==> src/rtl/ptd_pkg.sv <==
// ptd_pkg: constants shared by the paged test and diagnostic register block
// assumes a 32-bit AXI4-Lite master and 16-bit page registers in the low lanes
package ptd_pkg;
  localparam int unsigned ADDR_W = 8;
  localparam int unsigned LEN_W  = 11;
  localparam int unsigned IRQ_W  = 4;

  // register indices as printed; byte address is four times the index
  localparam logic [7:0] REG_PAGE_SEL_IDX  = 8'h1D;
  localparam logic [7:0] REG_PAGE_DATA_IDX = 8'h1E;
  localparam logic [7:0] REG_RSVD_IDX      = 8'h1F;
  localparam logic [7:0] REG_IRQ_STAT_IDX  = 8'h20;
  localparam logic [7:0] REG_IRQ_MASK_IDX  = 8'h21;
  localparam logic [ADDR_W-1:0] ADDR_PAGE_SEL  = ADDR_W'(REG_PAGE_SEL_IDX * 4);
  localparam logic [ADDR_W-1:0] ADDR_PAGE_DATA = ADDR_W'(REG_PAGE_DATA_IDX * 4);
  localparam logic [ADDR_W-1:0] ADDR_RSVD      = ADDR_W'(REG_RSVD_IDX * 4);
  localparam logic [ADDR_W-1:0] ADDR_IRQ_STAT  = ADDR_W'(REG_IRQ_STAT_IDX * 4);
  localparam logic [ADDR_W-1:0] ADDR_IRQ_MASK  = ADDR_W'(REG_IRQ_MASK_IDX * 4);

  // page select codes
  localparam logic [4:0] PAGE_FORCE_GIG  = 5'h07;
  localparam logic [4:0] PAGE_TX_CLASS   = 5'h0B;
  localparam logic [4:0] PAGE_CRC_RESULT = 5'h0C;
  localparam logic [4:0] PAGE_TEST_EN    = 5'h10;
  localparam logic [4:0] PAGE_MISC       = 5'h12;
  localparam logic [4:0] PAGE_RST        = 5'h00;

  // field positions
  localparam int unsigned FG_BIT        = 3;
  localparam int unsigned TXC_BIT       = 15;
  localparam int unsigned TE_CRC_BIT    = 0;
  localparam int unsigned TE_LOOP_BIT   = 1;
  localparam int unsigned MISC_RSVD_LSB = 12;
  localparam int unsigned MISC_PU_LSB   = 9;
  localparam int unsigned MISC_PD_LSB   = 6;
  localparam int unsigned MISC_GEN_BIT  = 5;
  localparam int unsigned MISC_PAT_BIT  = 4;
  localparam int unsigned MISC_LEN_BIT  = 3;
  localparam int unsigned MISC_ERR_BIT  = 2;
  localparam int unsigned MISC_RSV1_BIT = 1;
  localparam int unsigned MISC_NEXT_BIT = 0;
  localparam int unsigned CRC_FRM_LSB   = 8;

  // reset values and the counter ceiling
  localparam logic [2:0] IMP_RST       = 3'h1;
  localparam logic [3:0] MISC_RSVD_RST = 4'h8;
  localparam logic [7:0] COUNT_MAX     = 8'hFF;

  // interrupt bits
  localparam int unsigned IRQ_FRAME = 0;
  localparam int unsigned IRQ_CRC   = 1;
  localparam int unsigned IRQ_SAT   = 2;
  localparam int unsigned IRQ_PKT   = 3;

  localparam logic [1:0] RESP_OKAY   = 2'h0;
  localparam logic [1:0] RESP_SLVERR = 2'h2;

  // packet generator
  localparam logic [LEN_W-1:0] PKT_LEN_SHORT = 11'h040;
  localparam logic [LEN_W-1:0] PKT_LEN_LONG  = 11'h5EE;
  localparam logic [7:0]       FILL_BYTE     = 8'h5A;
  localparam logic [7:0]       CORRUPT_MASK  = 8'hFF;
  localparam logic [15:0]      LFSR_SEED     = 16'hACE1;
  localparam logic [15:0]      LFSR_TAPS     = 16'hB400;
endpackage

==> src/rtl/ptd_gen_if.sv <==
// ptd_gen_if: settings into and byte stream out of the packet generator
// assumes both ends sit on the same clock
interface ptd_gen_if;
  logic       en;
  logic       pattern_fixed;
  logic       long_len;
  logic       err_ins;
  logic [7:0] data;
  logic       valid;
  logic       last;
  logic       err;
  logic       done;

  modport ctrl (output en, output pattern_fixed, output long_len, output err_ins,
                input data, input valid, input last, input err, input done);
  modport gen  (input en, input pattern_fixed, input long_len, input err_ins,
                output data, output valid, output last, output err, output done);
endinterface

==> src/rtl/ptd_diag_regs.sv <==
// ptd_diag_regs: paged test and diagnostic registers behind an AXI4-Lite slave
// assumes frame-end and crc-error strobes come from logic on core_clk_in
module ptd_diag_regs
  import ptd_pkg::*;
(
  input  wire logic              core_clk_in,
  input  wire logic              reset_n_in,
  input  wire logic              s_axi_awvalid_in,
  output logic                   s_axi_awready_out,
  input  wire logic [ADDR_W-1:0] s_axi_awaddr_in,
  input  wire logic              s_axi_wvalid_in,
  output logic                   s_axi_wready_out,
  input  wire logic [31:0]       s_axi_wdata_in,
  input  wire logic [3:0]        s_axi_wstrb_in,
  output logic                   s_axi_bvalid_out,
  input  wire logic              s_axi_bready_in,
  output logic [1:0]             s_axi_bresp_out,
  input  wire logic              s_axi_arvalid_in,
  output logic                   s_axi_arready_out,
  input  wire logic [ADDR_W-1:0] s_axi_araddr_in,
  output logic                   s_axi_rvalid_out,
  input  wire logic              s_axi_rready_in,
  output logic [31:0]            s_axi_rdata_out,
  output logic [1:0]             s_axi_rresp_out,
  input  wire logic              rx_frame_end_in,
  input  wire logic              rx_crc_err_in,
  output logic                   force_gig_out,
  output logic                   tx_class_a_out,
  output logic                   stub_loop_out,
  output logic                   crc_check_en_out,
  output logic [2:0]             pu_imp_code_out,
  output logic [2:0]             pd_imp_code_out,
  output logic                   next_off_out,
  output logic [7:0]             gen_data_out,
  output logic                   gen_valid_out,
  output logic                   gen_last_out,
  output logic                   gen_err_out,
  output logic                   irq_out
);
  logic [ADDR_W-1:0] aw_addr;
  logic [15:0]       w_data;
  logic [1:0]        w_strb;
  logic              do_write;
  logic [15:0]       page_val;
  logic [15:0]       merged;
  logic              wr_page;
  logic [4:0]        page_sel;
  logic              force_gig;
  logic              tx_class_a;
  logic              stub_loop;
  logic              crc_en;
  logic [2:0]        pu_imp;
  logic [2:0]        pd_imp;
  logic              gen_en;
  logic              gen_pat;
  logic              gen_len;
  logic              gen_err;
  logic [3:0]        misc_rsvd_hi;
  logic              misc_rsvd1;
  logic              next_off;
  logic [7:0]        frame_cnt;
  logic [7:0]        crc_err_cnt;
  logic              frame_inc;
  logic              crc_inc;
  logic [IRQ_W-1:0]  irq_stat;
  logic [IRQ_W-1:0]  irq_mask;
  logic [IRQ_W-1:0]  irq_set;
  logic [IRQ_W-1:0]  irq_clr;
  logic [31:0]       rd_word;
  logic              rd_bad;
  logic              wr_bad;

  ptd_gen_if gen_bus ();

  ptd_pkt_gen u_gen (
    .core_clk_in (core_clk_in),
    .reset_n_in  (reset_n_in),
    .g           (gen_bus)
  );

  assign gen_bus.en            = gen_en;
  assign gen_bus.pattern_fixed = gen_pat;
  assign gen_bus.long_len      = gen_len;
  assign gen_bus.err_ins       = gen_err;
  assign gen_data_out          = gen_bus.data;
  assign gen_valid_out         = gen_bus.valid;
  assign gen_last_out          = gen_bus.last;
  assign gen_err_out           = gen_bus.err;

  // control outputs are the field flops themselves
  assign force_gig_out    = force_gig;
  assign tx_class_a_out   = tx_class_a;
  assign stub_loop_out    = stub_loop;
  assign crc_check_en_out = crc_en;
  assign pu_imp_code_out  = pu_imp;
  assign pd_imp_code_out  = pd_imp;
  assign next_off_out     = next_off;

  // byte-lane merge; only lanes 0 and 1 carry page data
  function automatic logic [15:0] ptd_merge(input logic [15:0] old_v,
                                            input logic [15:0] new_v,
                                            input logic [1:0]  strb);
    logic [15:0] m;
    m = {{8{strb[1]}}, {8{strb[0]}}};
    return (old_v & ~m) | (new_v & m);
  endfunction

  always_comb begin
    page_val = '0;
    unique case (page_sel)
      PAGE_FORCE_GIG:  page_val[FG_BIT] = force_gig;
      PAGE_TX_CLASS:   page_val[TXC_BIT] = tx_class_a;
      PAGE_CRC_RESULT: page_val = {frame_cnt, crc_err_cnt};
      PAGE_TEST_EN: begin
        page_val[TE_CRC_BIT]  = crc_en;
        page_val[TE_LOOP_BIT] = stub_loop;
      end
      PAGE_MISC: begin
        page_val[MISC_RSVD_LSB +: 4] = misc_rsvd_hi;
        page_val[MISC_PU_LSB +: 3]   = pu_imp;
        page_val[MISC_PD_LSB +: 3]   = pd_imp;
        page_val[MISC_GEN_BIT]       = gen_en;
        page_val[MISC_PAT_BIT]       = gen_pat;
        page_val[MISC_LEN_BIT]       = gen_len;
        page_val[MISC_ERR_BIT]       = gen_err;
        page_val[MISC_RSV1_BIT]      = misc_rsvd1;
        page_val[MISC_NEXT_BIT]      = next_off;
      end
      default: page_val = '0;
    endcase
  end

  // write happens once address and data are both held and no response pends
  assign do_write = !s_axi_awready_out && !s_axi_wready_out && !s_axi_bvalid_out;
  assign wr_page  = do_write && (aw_addr == ADDR_PAGE_DATA);
  assign merged   = ptd_merge(page_val, w_data, w_strb);
  assign wr_bad   = !(aw_addr == ADDR_PAGE_SEL || aw_addr == ADDR_PAGE_DATA ||
                      aw_addr == ADDR_RSVD || aw_addr == ADDR_IRQ_STAT ||
                      aw_addr == ADDR_IRQ_MASK);

  // write address channel, taken independently of data
  always_ff @(posedge core_clk_in or negedge reset_n_in) begin
    if (!reset_n_in) begin
      s_axi_awready_out <= 1'b1;
      aw_addr           <= '0;
    end else if (s_axi_awvalid_in && s_axi_awready_out) begin
      s_axi_awready_out <= 1'b0;
      aw_addr           <= s_axi_awaddr_in;
    end else if (do_write) begin
      s_axi_awready_out <= 1'b1;
    end
  end

  // write data channel
  always_ff @(posedge core_clk_in or negedge reset_n_in) begin
    if (!reset_n_in) begin
      s_axi_wready_out <= 1'b1;
      w_data           <= '0;
      w_strb           <= '0;
    end else if (s_axi_wvalid_in && s_axi_wready_out) begin
      s_axi_wready_out <= 1'b0;
      w_data           <= s_axi_wdata_in[15:0];
      w_strb           <= s_axi_wstrb_in[1:0];
    end else if (do_write) begin
      s_axi_wready_out <= 1'b1;
    end
  end

  // write response; unmapped addresses answer slave error
  always_ff @(posedge core_clk_in or negedge reset_n_in) begin
    if (!reset_n_in) begin
      s_axi_bvalid_out <= 1'b0;
      s_axi_bresp_out  <= RESP_OKAY;
    end else if (do_write) begin
      s_axi_bvalid_out <= 1'b1;
      s_axi_bresp_out  <= wr_bad ? RESP_SLVERR : RESP_OKAY;
    end else if (s_axi_bready_in) begin
      s_axi_bvalid_out <= 1'b0;
    end
  end

  // read mux; reserved register 31 reads zero
  always_comb begin
    rd_word = '0;
    rd_bad  = 1'b0;
    unique case (s_axi_araddr_in)
      ADDR_PAGE_SEL:  rd_word[4:0] = page_sel;
      ADDR_PAGE_DATA: rd_word[15:0] = page_val;
      ADDR_RSVD:      rd_word = '0;
      ADDR_IRQ_STAT:  rd_word[IRQ_W-1:0] = irq_stat;
      ADDR_IRQ_MASK:  rd_word[IRQ_W-1:0] = irq_mask;
      default:        rd_bad = 1'b1;
    endcase
  end

  // read channel, data one edge after the address is taken
  always_ff @(posedge core_clk_in or negedge reset_n_in) begin
    if (!reset_n_in) begin
      s_axi_arready_out <= 1'b1;
      s_axi_rvalid_out  <= 1'b0;
      s_axi_rdata_out   <= '0;
      s_axi_rresp_out   <= RESP_OKAY;
    end else if (s_axi_arvalid_in && s_axi_arready_out) begin
      s_axi_arready_out <= 1'b0;
      s_axi_rvalid_out  <= 1'b1;
      s_axi_rdata_out   <= rd_word;
      s_axi_rresp_out   <= rd_bad ? RESP_SLVERR : RESP_OKAY;
    end else if (s_axi_rvalid_out && s_axi_rready_in) begin
      s_axi_arready_out <= 1'b1;
      s_axi_rvalid_out  <= 1'b0;
    end
  end

  // page selector, low five bits only
  always_ff @(posedge core_clk_in or negedge reset_n_in) begin
    if (!reset_n_in) begin
      page_sel <= PAGE_RST;
    end else if (do_write && aw_addr == ADDR_PAGE_SEL && w_strb[0]) begin
      page_sel <= w_data[4:0];
    end
  end

  always_ff @(posedge core_clk_in or negedge reset_n_in) begin
    if (!reset_n_in) begin
      force_gig <= 1'b0;
    end else if (wr_page && page_sel == PAGE_FORCE_GIG) begin
      force_gig <= merged[FG_BIT];
    end
  end

  always_ff @(posedge core_clk_in or negedge reset_n_in) begin
    if (!reset_n_in) begin
      tx_class_a <= 1'b0;
    end else if (wr_page && page_sel == PAGE_TX_CLASS) begin
      tx_class_a <= merged[TXC_BIT];
    end
  end

  always_ff @(posedge core_clk_in or negedge reset_n_in) begin
    if (!reset_n_in) begin
      crc_en    <= 1'b0;
      stub_loop <= 1'b0;
    end else if (wr_page && page_sel == PAGE_TEST_EN) begin
      crc_en    <= merged[TE_CRC_BIT];
      stub_loop <= merged[TE_LOOP_BIT];
    end
  end

  // misc page; reserved fields are stored so read-modify-write round-trips
  always_ff @(posedge core_clk_in or negedge reset_n_in) begin
    if (!reset_n_in) begin
      misc_rsvd_hi <= MISC_RSVD_RST;
      pu_imp       <= IMP_RST;
      pd_imp       <= IMP_RST;
      gen_en       <= 1'b0;
      gen_pat      <= 1'b0;
      gen_len      <= 1'b0;
      gen_err      <= 1'b0;
      misc_rsvd1   <= 1'b0;
      next_off     <= 1'b0;
    end else if (wr_page && page_sel == PAGE_MISC) begin
      misc_rsvd_hi <= merged[MISC_RSVD_LSB +: 4];
      pu_imp       <= merged[MISC_PU_LSB +: 3];
      pd_imp       <= merged[MISC_PD_LSB +: 3];
      gen_en       <= merged[MISC_GEN_BIT];
      gen_pat      <= merged[MISC_PAT_BIT];
      gen_len      <= merged[MISC_LEN_BIT];
      gen_err      <= merged[MISC_ERR_BIT];
      misc_rsvd1   <= merged[MISC_RSV1_BIT];
      next_off     <= merged[MISC_NEXT_BIT];
    end
  end

  // counting only while the checker is on
  assign frame_inc = crc_en && rx_frame_end_in && (frame_cnt != COUNT_MAX);
  assign crc_inc   = crc_en && rx_frame_end_in && rx_crc_err_in && (crc_err_cnt != COUNT_MAX);

  always_ff @(posedge core_clk_in or negedge reset_n_in) begin
    if (!reset_n_in) begin
      frame_cnt <= '0;
    end else if (!crc_en) begin
      frame_cnt <= '0;
    end else if (frame_inc) begin
      frame_cnt <= frame_cnt + 1'b1;
    end
  end

  always_ff @(posedge core_clk_in or negedge reset_n_in) begin
    if (!reset_n_in) begin
      crc_err_cnt <= '0;
    end else if (!crc_en) begin
      crc_err_cnt <= '0;
    end else if (crc_inc) begin
      crc_err_cnt <= crc_err_cnt + 1'b1;
    end
  end

  // interrupt events; a counter reaching all ones flags saturation
  always_comb begin
    irq_set            = '0;
    irq_set[IRQ_FRAME] = frame_inc;
    irq_set[IRQ_CRC]   = crc_inc;
    irq_set[IRQ_SAT]   = (frame_inc && frame_cnt == COUNT_MAX - 1'b1) ||
                         (crc_inc && crc_err_cnt == COUNT_MAX - 1'b1);
    irq_set[IRQ_PKT]   = gen_bus.done;
  end

  assign irq_clr = (do_write && aw_addr == ADDR_IRQ_STAT && w_strb[0]) ?
                   w_data[IRQ_W-1:0] : '0;

  // sticky status, write one to clear; a new event beats the clear
  always_ff @(posedge core_clk_in or negedge reset_n_in) begin
    if (!reset_n_in) begin
      irq_stat <= '0;
    end else begin
      irq_stat <= (irq_stat & ~irq_clr) | irq_set;
    end
  end

  // interrupt mask, one enables the bit
  always_ff @(posedge core_clk_in or negedge reset_n_in) begin
    if (!reset_n_in) begin
      irq_mask <= '0;
    end else if (do_write && aw_addr == ADDR_IRQ_MASK && w_strb[0]) begin
      irq_mask <= w_data[IRQ_W-1:0];
    end
  end

  // registered level; lags status by one clock
  always_ff @(posedge core_clk_in or negedge reset_n_in) begin
    if (!reset_n_in) begin
      irq_out <= 1'b0;
    end else begin
      irq_out <= |(irq_stat & irq_mask);
    end
  end
endmodule

==> src/rtl/ptd_pkt_gen.sv <==
// ptd_pkt_gen: built-in test packet generator, one byte per clock
// assumes the sink takes every byte; there is no back-pressure
module ptd_pkt_gen
  import ptd_pkg::*;
(
  input  wire logic core_clk_in,
  input  wire logic reset_n_in,
  ptd_gen_if.gen    g
);
  typedef enum logic [1:0] {PTD_IDLE, PTD_SEND, PTD_GAP} ptd_gen_state_t;

  ptd_gen_state_t   state;
  logic [LEN_W-1:0] cnt;
  logic [LEN_W-1:0] last_idx;
  logic             fixed;
  logic             corrupt;
  logic [15:0]      lfsr;
  logic             at_end;

  assign at_end = (cnt == last_idx);

  // sequencing; settings latched per packet so a change never tears a frame
  always_ff @(posedge core_clk_in or negedge reset_n_in) begin
    if (!reset_n_in) begin
      state    <= PTD_IDLE;
      cnt      <= '0;
      last_idx <= '0;
      fixed    <= 1'b0;
      corrupt  <= 1'b0;
    end else begin
      unique case (state)
        PTD_IDLE: begin
          cnt <= '0;
          if (g.en) begin
            state <= PTD_SEND;
            last_idx <= g.long_len ? PKT_LEN_LONG - 1'b1 : PKT_LEN_SHORT - 1'b1;
            fixed    <= g.pattern_fixed;
            corrupt  <= g.err_ins;
          end
        end
        PTD_SEND: begin
          cnt <= cnt + 1'b1;
          if (at_end) begin
            state <= PTD_GAP;
          end
        end
        PTD_GAP: begin
          state <= PTD_IDLE;
        end
      endcase
    end
  end

  // random payload source, steps once per sent byte
  always_ff @(posedge core_clk_in or negedge reset_n_in) begin
    if (!reset_n_in) begin
      lfsr <= LFSR_SEED;
    end else if (state == PTD_SEND) begin
      lfsr <= lfsr[0] ? ((lfsr >> 1) ^ LFSR_TAPS) : (lfsr >> 1);
    end
  end

  // registered stream outputs
  always_ff @(posedge core_clk_in or negedge reset_n_in) begin
    if (!reset_n_in) begin
      g.valid <= 1'b0;
      g.data  <= '0;
      g.last  <= 1'b0;
      g.err   <= 1'b0;
      g.done  <= 1'b0;
    end else begin
      g.valid <= (state == PTD_SEND);
      g.last  <= (state == PTD_SEND) && at_end;
      g.done  <= (state == PTD_SEND) && at_end;
      g.err   <= (state == PTD_SEND) && at_end && corrupt;
      if (state == PTD_SEND) begin
        g.data <= (fixed ? FILL_BYTE : lfsr[7:0]) ^
                  ((at_end && corrupt) ? CORRUPT_MASK : 8'h00);
      end else begin
        g.data <= '0;
      end
    end
  end
endmodule

==> config.mk <==
export PLATFORM = sky130hd
export DESIGN_NAME = ptd_diag_regs
export DESIGN_NICKNAME = d
export VERILOG_FILES = /design/src/rtl/ptd_pkg.sv /design/src/rtl/ptd_gen_if.sv /design/src/rtl/ptd_diag_regs.sv /design/src/rtl/ptd_pkt_gen.sv
export SDC_FILE = /design/constraint.sdc
export NUM_CORES = 1
export LEC_CHECK = 0
export ABC_AREA = 1
export BUFFER_PORTS_ARGS = -buffer_cell sky130_fd_sc_hd__buf_2
export CAP_MARGIN = 20
export CORE_ASPECT_RATIO = 1.1
export CORE_MARGIN = 1
export CORE_UTILIZATION = 28
export CTS_CLUSTER_SIZE = 20
export DETAILED_ROUTE_END_ITERATION = 12
export GPL_ROUTABILITY_DRIVEN = 0
export PLACE_DENSITY = 0.46
export SLEW_MARGIN = 5
export SYNTH_ARGS = -nofsm -noshare
export SYNTH_HDL_FRONTEND = slang
export SYNTH_SLANG_ARGS = --single-unit
==> constraint.sdc <==
create_clock -name core_clk_in -period 2.05 [get_ports core_clk_in]
set_input_delay 0 -clock core_clk_in [delete_from_list [all_inputs] [get_ports core_clk_in]]
set_output_delay 0 -clock core_clk_in [all_outputs]
set_load 0.02 [all_outputs]
[Yosys cells after proc, flatten, opt, wreduce, memory -nomap -nowiden]
Cells that the tools add are included.
Operators by class
  add/subtract/negate cells: 3
  $mul: 0
  divide/modulo/power cells: 0
  magnitude comparators: 0
  eq/ne operators: 26
  shift operators: 0
  muxes and demuxes: 33
  bitwise logic cells: 10
  reductions and logical operators: 44
Operators with widths (count)
  two-way mux 8 bit: 7
  == test 8 x 7 -> 1 bit, second input constant: 6
  == test 8 bit, second input constant: 6
  one-hot mux 11 bit (2 select lines): 2
  AND 16 bit: 2
  logical AND 1 bit: 26
  two-way mux 11 bit: 2
  adder 8 x 1 -> 8 bit, second input constant: 2
  two-way mux 16 bit: 1
  inequality test 8 bit, second input constant: 2
  NOT 16 bit: 1
  bitwise OR 16 bit: 1
  one-hot mux 4 bit (4 select lines): 1
  one-hot mux 2 bit (3 select lines): 2
  adder 11 x 1 -> 11 bit, second input constant: 1
  == test 11 bit: 1
  == test 5 x 4 -> 1 bit, second input constant: 2
  == test 5 bit, second input constant: 2
  nonzero test 2 bit: 5
  two-way mux 1 bit: 9
  AND 4 bit: 2
  two-way mux 2 bit: 4
  bitwise XOR 8 bit: 1
  inequality test 2 x 1 -> 1 bit, second input constant: 3
  16 further kinds: 25
Word-level totals
  register bits: 154
  latch bits: 0
  memory bits (writable): 0
  ROM bits: 0
  bits of input ports: 61
  output and inout bits: 64
  logic and storage cells: 156
  memories: 0

[Depth between registers and ports, before layout]
Gate-level depths: netlist of run 1.
  depth after elaboration: 9
  mapped depth: 9
  depth with buffers taken out: 9

[Modules after synthesis]
From an unflattened synthesis of run 1, not the netlist that was laid out.
Unflattened totals
  cell total of the unflattened synthesis: 919
  area, all modules: 7387.1 um2
Modules (own cells, without submodules)
  ptd_diag_regs: times used 1, cells each 653, area an instance 5246.3 um2, seq. area each 2484.9 um2
  ptd_pkt_gen: times used 1, cells each 266, area an instance 2140.8 um2, seq. area each 1136.1 um2

[Least setup slack after synthesis of run 1]
Ideal clock, no wire load.
  kind: register to register
  from: register crc_en, in the netlist crc_check_en_out
  to: register crc_err_cnt[4]
  library setup time: 116 ps
  arrival time: 1334 ps
  data required time: 1934 ps
  setup slack: 600 ps
  stages on the path, launching flop included: 8
  path buffers: 1
  period minus slack after synthesis: 1450 ps
  path through: dfrtp_1 > buf_2 > nand2_1 > nor2_1 > a21boi_1 > nand3_1 > nor2_1 > nor2_1
On the way
  longest elaborated chain between the ends: 4
  elaborated cells between the ends (all ways): 5
  those cells by class: 1 x eq/ne; 1 x mux; 3 x reduce/logical
RTL lines
  start: declaration: RTL line ptd_diag_regs.sv:51  | logic crc_en;
  start signal: assignment: RTL line ptd_diag_regs.sv:244  | crc_en <= merged[TE_CRC_BIT];
  logical AND 1 bit (3 in a row): RTL line ptd_diag_regs.sv:276  | assign crc_inc = crc_en && rx_frame_end_in && rx_crc_err_in && (crc_err_cnt != COUNT_MAX);
  inequality test 2 x 1 -> 1 bit (no source line)
  end signal: assignment: RTL line ptd_diag_regs.sv:294  | crc_err_cnt <= crc_err_cnt + 1'b1;
  end: declaration: RTL line ptd_diag_regs.sv:62  | logic [7:0] crc_err_cnt;
Several ways; a longest one is shown, not always the timed one.
A chain may end at the register's enable or synchronous reset.

[Final worst setup path of run 1]
  from: register page_sel[3]
  to: register gen_en, in the netlist gen_bus.en
On the way
  longest elaborated chain between the ends: 4
  elaborated cells between the ends (all ways): 6
  those cells by class: 2 x eq/ne; 1 x mux; 2 x bitwise; 1 x reduce/logical
RTL lines
  start: declaration: RTL line ptd_diag_regs.sv:47  | logic [4:0] page_sel;
  start signal: assignment: RTL line ptd_diag_regs.sv:219  | page_sel <= w_data[4:0];
  == test 5 bit or == test 5 x 4 -> 1 bit (tied branches): RTL line ptd_diag_regs.sv:110, ptd_diag_regs.sv:261
  one-hot mux 11 bit (2 select lines): RTL line ptd_diag_regs.sv:110  | unique case (page_sel)
  AND 16 bit: RTL line ptd_diag_regs.sv:105  | return (old_v & ~m) | (new_v & m);
  bitwise OR 16 bit: RTL line ptd_diag_regs.sv:105
  end signal: assignment: RTL line ptd_diag_regs.sv:265  | gen_en <= merged[MISC_GEN_BIT];
  end: declaration: RTL line ptd_diag_regs.sv:54  | logic gen_en;
Several ways; a longest one is shown, not always the timed one.

==> impl_metrics.tcl, run 1 <==
set metrics [dict create \
    max_slew_margin_pct 57.9 \
    firstDrtPassIters 4 \
    r2r_end "gen_bus.en" \
    hold_viol_final 0 \
    num_rows 61 \
    core-area_mm2 0.0255 \
    io_pins 125 \
    grt.total_usage_pct 14.9 \
    design_area_mm2 0.00909 \
    p_per_area_mw_per_mm2 909 \
    vdd_drop_max_v 0.000598 \
    wl_um 18500 \
    criticalPathCategory "reg2reg" \
    setup_tns_ns 0 \
    rr_worst_depth 6 \
    synth_top_family_by_area "simple AND/OR/NAND/NOR gates" \
    status "complete, no violations" \
    cts_resized 0 \
    antenna_left 0 \
    area_growth_pct 24.1 \
    synth-compound-area-share_pct 9.43 \
    cp_data_arrival_time_ns 2.09 \
    synthesis.area_mm2 0.00733 \
    cts_buffers 17 \
    postPlaceCellArea_mm2 0.00817 \
    clock-root-buffer "clkbuf_16" \
    routedWlPerCell_um 13.3 \
    die_w_um 156 \
    setup_slack_ns 0.295 \
    drive_above_1_share_pct 19.8 \
    p_total_mw 8.26 \
    synth-xor-area-share_pct 1.08 \
    power.leakage_nw 4.48 \
    cts_tree "built" \
    cts_sinks 144 \
    rsz0062_at_grt "no" \
    h-tree-depth 4 \
    r2r_slack_ns 0.30 \
    layout_common_cells "nand2_1 (250), dfrtp_1 (130), nor2_1 (94)" \
    port_buffers 88 \
    clk_pin_slew_ns 0.07 \
    die_h_um 172 \
    synth.distinct_cells 45 \
    start_kind "flip-flop" \
    grt_pass1_vias 6056 \
    worstHoldPathType "in2reg" \
    syn_inst 897 \
    min_period_ns 1.75 \
    nNetsFinal 1098 \
    hold_depth 4 \
    fmax_ghz 0.570 \
    n_antenna_cell 0 \
    end_kind "flip-flop" \
    synth_seq_area_share_pct 49.4 \
    worstPathMaxFanout 22 \
    syn_avg_cell_area_um2 8.17 \
    detail_route.drc_violations 0 \
    dp_slack_ns 0.311 \
    die-area_mm2 0.0268 \
    grt-ovfl-total 0 \
    synth.ff_latch_count 144 \
    mostFrequentLayoutCell "nand2_1" \
    synth_fa_ha_area_share_pct 1.20 \
    grt_max_degree 54 \
    initial_core_util_pct 28.7 \
    first_iter_violations 201 \
    yosysWarnings 0 \
    dp_hpwl_um 13500 \
    clockBufferDepth 2 \
    worstSetupStartpoint "page_sel[3]" \
    post_cts.repair.setup_buffers 0 \
    tightestPinTransition_ns 0.630 \
    clock-skew-final_ns 0.0116 \
    finalCritPeriodShare_pct 85.6 \
    grt_pass1_wl_um 31000 \
    endpoint "gen_bus.en" \
    insertion_delay_ns 0.42 \
    cp.required_ns 2.38 \
    antenna_found_initial 0 \
    r2r-start "page_sel[3]" \
    viasPerCell 4.44 \
    setup_viol 0 \
    holdWs_ns 0.0111 \
    synthMuxAreaShare_pct 2.13 \
    vias 6161 \
    synth-simple-area-share_pct 27.7 \
    hold_buffers 31 \
    slew_violations 0 \
    cap_violations 0 \
]
[synthesized netlist by cell type, drive strengths merged]
library cell / instances / area share (%)
nand2: 252 / 13
dfrtp: 130 / 44
nor2: 104 / 5.9
inv: 95 / 4.9
o21ai: 79 / 5.8
nand3: 57 / 4.1
buf: 35 / 3.5
nand4: 33 / 3.0
a21oi: 21 / 1.4
dfstp: 14 / 5.0
mux2: 13 / 2.0
o211ai: 11 / 1.4
clkbuf: 10 / 0.51
nor3: 10 / 1.2
ha: 7 / 1.2
xnor2: 6 / 0.72
or2: 3 / 0.26
xor2: 3 / 0.36
o31ai: 2 / 0.20
a21boi: 1 / 0.10
a22o: 1 / 0.12
a22oi: 1 / 0.10
and3: 1 / 0.085
clkinv: 1 / 0.051
conb: 1 / 0.051
mux2i: 1 / 0.14
nand3b: 1 / 0.10
nor3b: 1 / 0.10
o21bai: 1 / 0.10
o22ai: 1 / 0.085
o311ai: 1 / 0.12
[registers in the layout, summed over array words and instances, names as in the netlist, 4 cells and up]
signal / flops
frame_cnt: 8
irq_mask: 4
u_gen.g.data: 8
s_axi_rdata_out: 16
page_sel: 5
aw_addr: 8
u_gen.cnt: 11
w_data: 16
crc_err_cnt: 8
u_gen.lfsr: 16
irq_stat: 4
misc_rsvd_hi: 4
[cell families after synthesis]
| group | count (synthesis) |
|---|---|
| AO/OA/AOI/OAI | 119 |
| AND/OR/NAND/NOR | 462 |
| XOR/XNOR | 9 |
| buffers and inverters | 141 |
| multiplexers | 14 |
| adder cells (fa/ha/maj) | 7 |
| flip-flops | 144 |
| other | 1 |
[per-stage QoR]
step,utilization [%],instances
final,35.7,1389
after global routing,35.7,1389
after CTS,35.7,1389
after detailed placement,32.1,1326
after global placement,32.1,1326
after floorplan,-,914
[final cells by class]
cell class,instances,area [um2]
clock inverter,14,168
timing repair buffer,142,955
sequential,144,3620
multi-input combinational,629,3110
fill,2703,16400
inverter,96,360
clock buffer,18,439
tap,346,433
[layer usage]
layer  wire length (um)  GRT usage (%)  vias to the layer above  part of all wire (%)
met5                  0              0                        -                     0
met4                222           4.01                        0                   1.2
met3                428           2.82                       16                   2.3
met2               8860           25.4                       82                    48
met1               8980           19.2                     2927                    49
li1                   -              -                     3136                     -
[power breakdown]
| group | total (mW) | internal [mW] | switching (mW) |
|---|---|---|---|
| logic | 1.61 | 0.586 | 1.02 |
| registers | 3.43 | 3.21 | 0.227 |
| clock network | 3.22 | 1.87 | 1.35 |
| total | 8.26 | 5.66 | 2.60 |
[how the worst min path moves through the flow]
stage / startpoint / slack (ns) / to
after floorplan: reset_n_in / -0.30 / aw_addr[0]
after CTS: s_axi_araddr_in[2] / 0.005 / s_axi_rdata_out[4]
after detailed placement: reset_n_in / -0.005 / u_gen.g.valid
after global placement: reset_n_in / -0.0005 / u_gen.g.valid
final: s_axi_araddr_in[2] / 0.01 / s_axi_rdata_out[4]
after global routing: s_axi_araddr_in[2] / 0.02 / s_axi_rdata_out[4]
[worst max-delay path, stage by stage, from the launching register on]
cell,delay [ns]
dfrtp_1,0.44
nor2_2,0.32
nand3_4,0.29
nor2_4,0.20
buf_4,0.22
nand2_1,0.07
o21ai_0,0.13
Power figures use the tool's default switching activity.
==> run 2: changes to the inputs <==
Settings changed: CORE_UTILIZATION 28 to 55, PLACE_DENSITY 0.46 to 0.78, REMOVE_ABC_BUFFERS set to 1.
==> impl_metrics.tcl, run 2 (synthesis results as in run 1) <==
set metrics [dict create \
    clockBufferDepth 2 \
    end_kind "flip-flop" \
    power.leakage_nw 4.44 \
    die_w_um 112 \
    dp_hpwl_um 11500 \
    grt_pass1_vias 6156 \
    antenna_left 0 \
    clock-root-buffer "clkbuf_16" \
    hold_viol_final 0 \
    cts_tree "built" \
    wl_um 17300 \
    detail_route.drc_violations 3 \
    status "complete, but fails checks" \
    start_kind "flip-flop" \
    cp.required_ns 2.40 \
    violations "design-rule violations" \
    top_regs "s_axi_rdata_out: 16 flops, u_gen.lfsr: 16 flops, w_data: 16 flops" \
    vias 6355 \
    p_per_area_mw_per_mm2 935 \
    die_h_um 123 \
    routedWlPerCell_um 14.5 \
    cap_violations 0 \
    area_growth_pct 20.0 \
    design_area_mm2 0.00879 \
    core-area_mm2 0.0128 \
    initial_core_util_pct 57.2 \
    cts_sinks 144 \
    rsz0062_at_grt "no" \
    grt_pass1_wl_um 28900 \
    drive_above_1_share_pct 18.9 \
    vdd_drop_max_v 0.000833 \
    mostFrequentLayoutCell "nand2_1" \
    clock-skew-final_ns 0.00597 \
    min_period_ns 1.81 \
    port_buffers 88 \
    holdWs_ns 0.00359 \
    max_slew_margin_pct 61.0 \
    nNetsFinal 1092 \
    io_pins 125 \
    fin_cells 1193 \
    grt-ovfl-total 0 \
    setup_slack_ns 0.239 \
    setup_tns_ns 0 \
    die-area_mm2 0.0138 \
    tightestPinTransition_ns 0.584 \
    h-tree-depth 4 \
    grt.total_usage_pct 26.8 \
    finalCritPeriodShare_pct 88.3 \
    grt_max_degree 60 \
    setup_viol 0 \
    cp_data_arrival_time_ns 2.16 \
    num_rows 43 \
    worstHoldPathType "in2reg" \
    p_total_mw 8.22 \
    insertion_delay_ns 0.42 \
    cts_buffers 17 \
    utilization_pct 68.7 \
    n_antenna_cell 0 \
    clk_pin_slew_ns 0.06 \
    viasPerCell 5.33 \
    criticalPathCategory "reg2reg" \
    firstDrtPassIters 11 \
    worstPathMaxFanout 18 \
    dp.cells 1130 \
    layout_common_cells "nand2_1 (250), dfrtp_1 (130), nor2_1 (94)" \
    postPlaceCellArea_mm2 0.00787 \
    cts_resized 0 \
    fillers 1011 \
    dp_slack_ns 0.293 \
    fmax_ghz 0.552 \
    slew_violations 0 \
    first_iter_violations 478 \
    antenna_found_initial 0 \
]
==> run 2: power by group <==
group	switching (mW)	total (mW)	internal, mW
combinational	1.03	1.59	0.558
sequential	0.238	3.45	3.21
clock	1.16	3.18	2.02
==> run 2: metal layers <==
metal  global-route usage, %  vias up  share of wire, %
met5                       0        -                 0
met4                    11.9        0               2.3
met3                    4.22       34               3.2
met2                    46.9      155                52
met1                    33.1     3057                43
li1                        -     3109                 -
==> run 2: worst paths after layout <==
| check | slack (ns) | cells past startpoint | startpoint | end |
|---|---|---|---|---|
| max in group asynchronous | 1.21 | 3 | reset_n_in | u_gen.lfsr[15] |
| worst min-delay path | 0.004 | 4 | s_axi_araddr_in[2] | s_axi_rdata_out[4] |
| min in group asynchronous | 0.12 | 2 | reset_n_in | u_gen.cnt[9] |
| worst max-delay path | 0.24 | 6 | page_sel[3] | misc_rsvd_hi[2] |
| worst max register to register | 0.24 | 6 | page_sel[3] | misc_rsvd_hi[2] |
| worst min register to register | 0.47 | 2 | u_gen.lfsr[8] | u_gen.lfsr[8] |
==> run 2: cell type report <==
class	instances	area, um2	share of cell area, %
Inverter	96	360	4.10
Sequential cell	144	3620	41.2
Tap cell	157	196	2.23
Clock inverter	11	165	1.88
Multi-Input combinational cell	629	3110	35.4
Timing Repair Buffer	136	900	10.2
Clock buffer	20	437	4.97
==> run 2: what timing repair did <==
action	4_1_cts	5_1_grt
hold buffers	32	0
endpoints found under the hold margin	129	0
setup buffers	0	0
setup endpoints to repair	0	0
==> run 2: worst max-delay path: stages, from the launching register on <==
cell	delay, ns
dfrtp_1	0.43
nor2_2	0.31
nand3_4	0.27
nor2_4	0.20
buf_4	0.23
nand2_1	0.13
o21ai_2	0.16
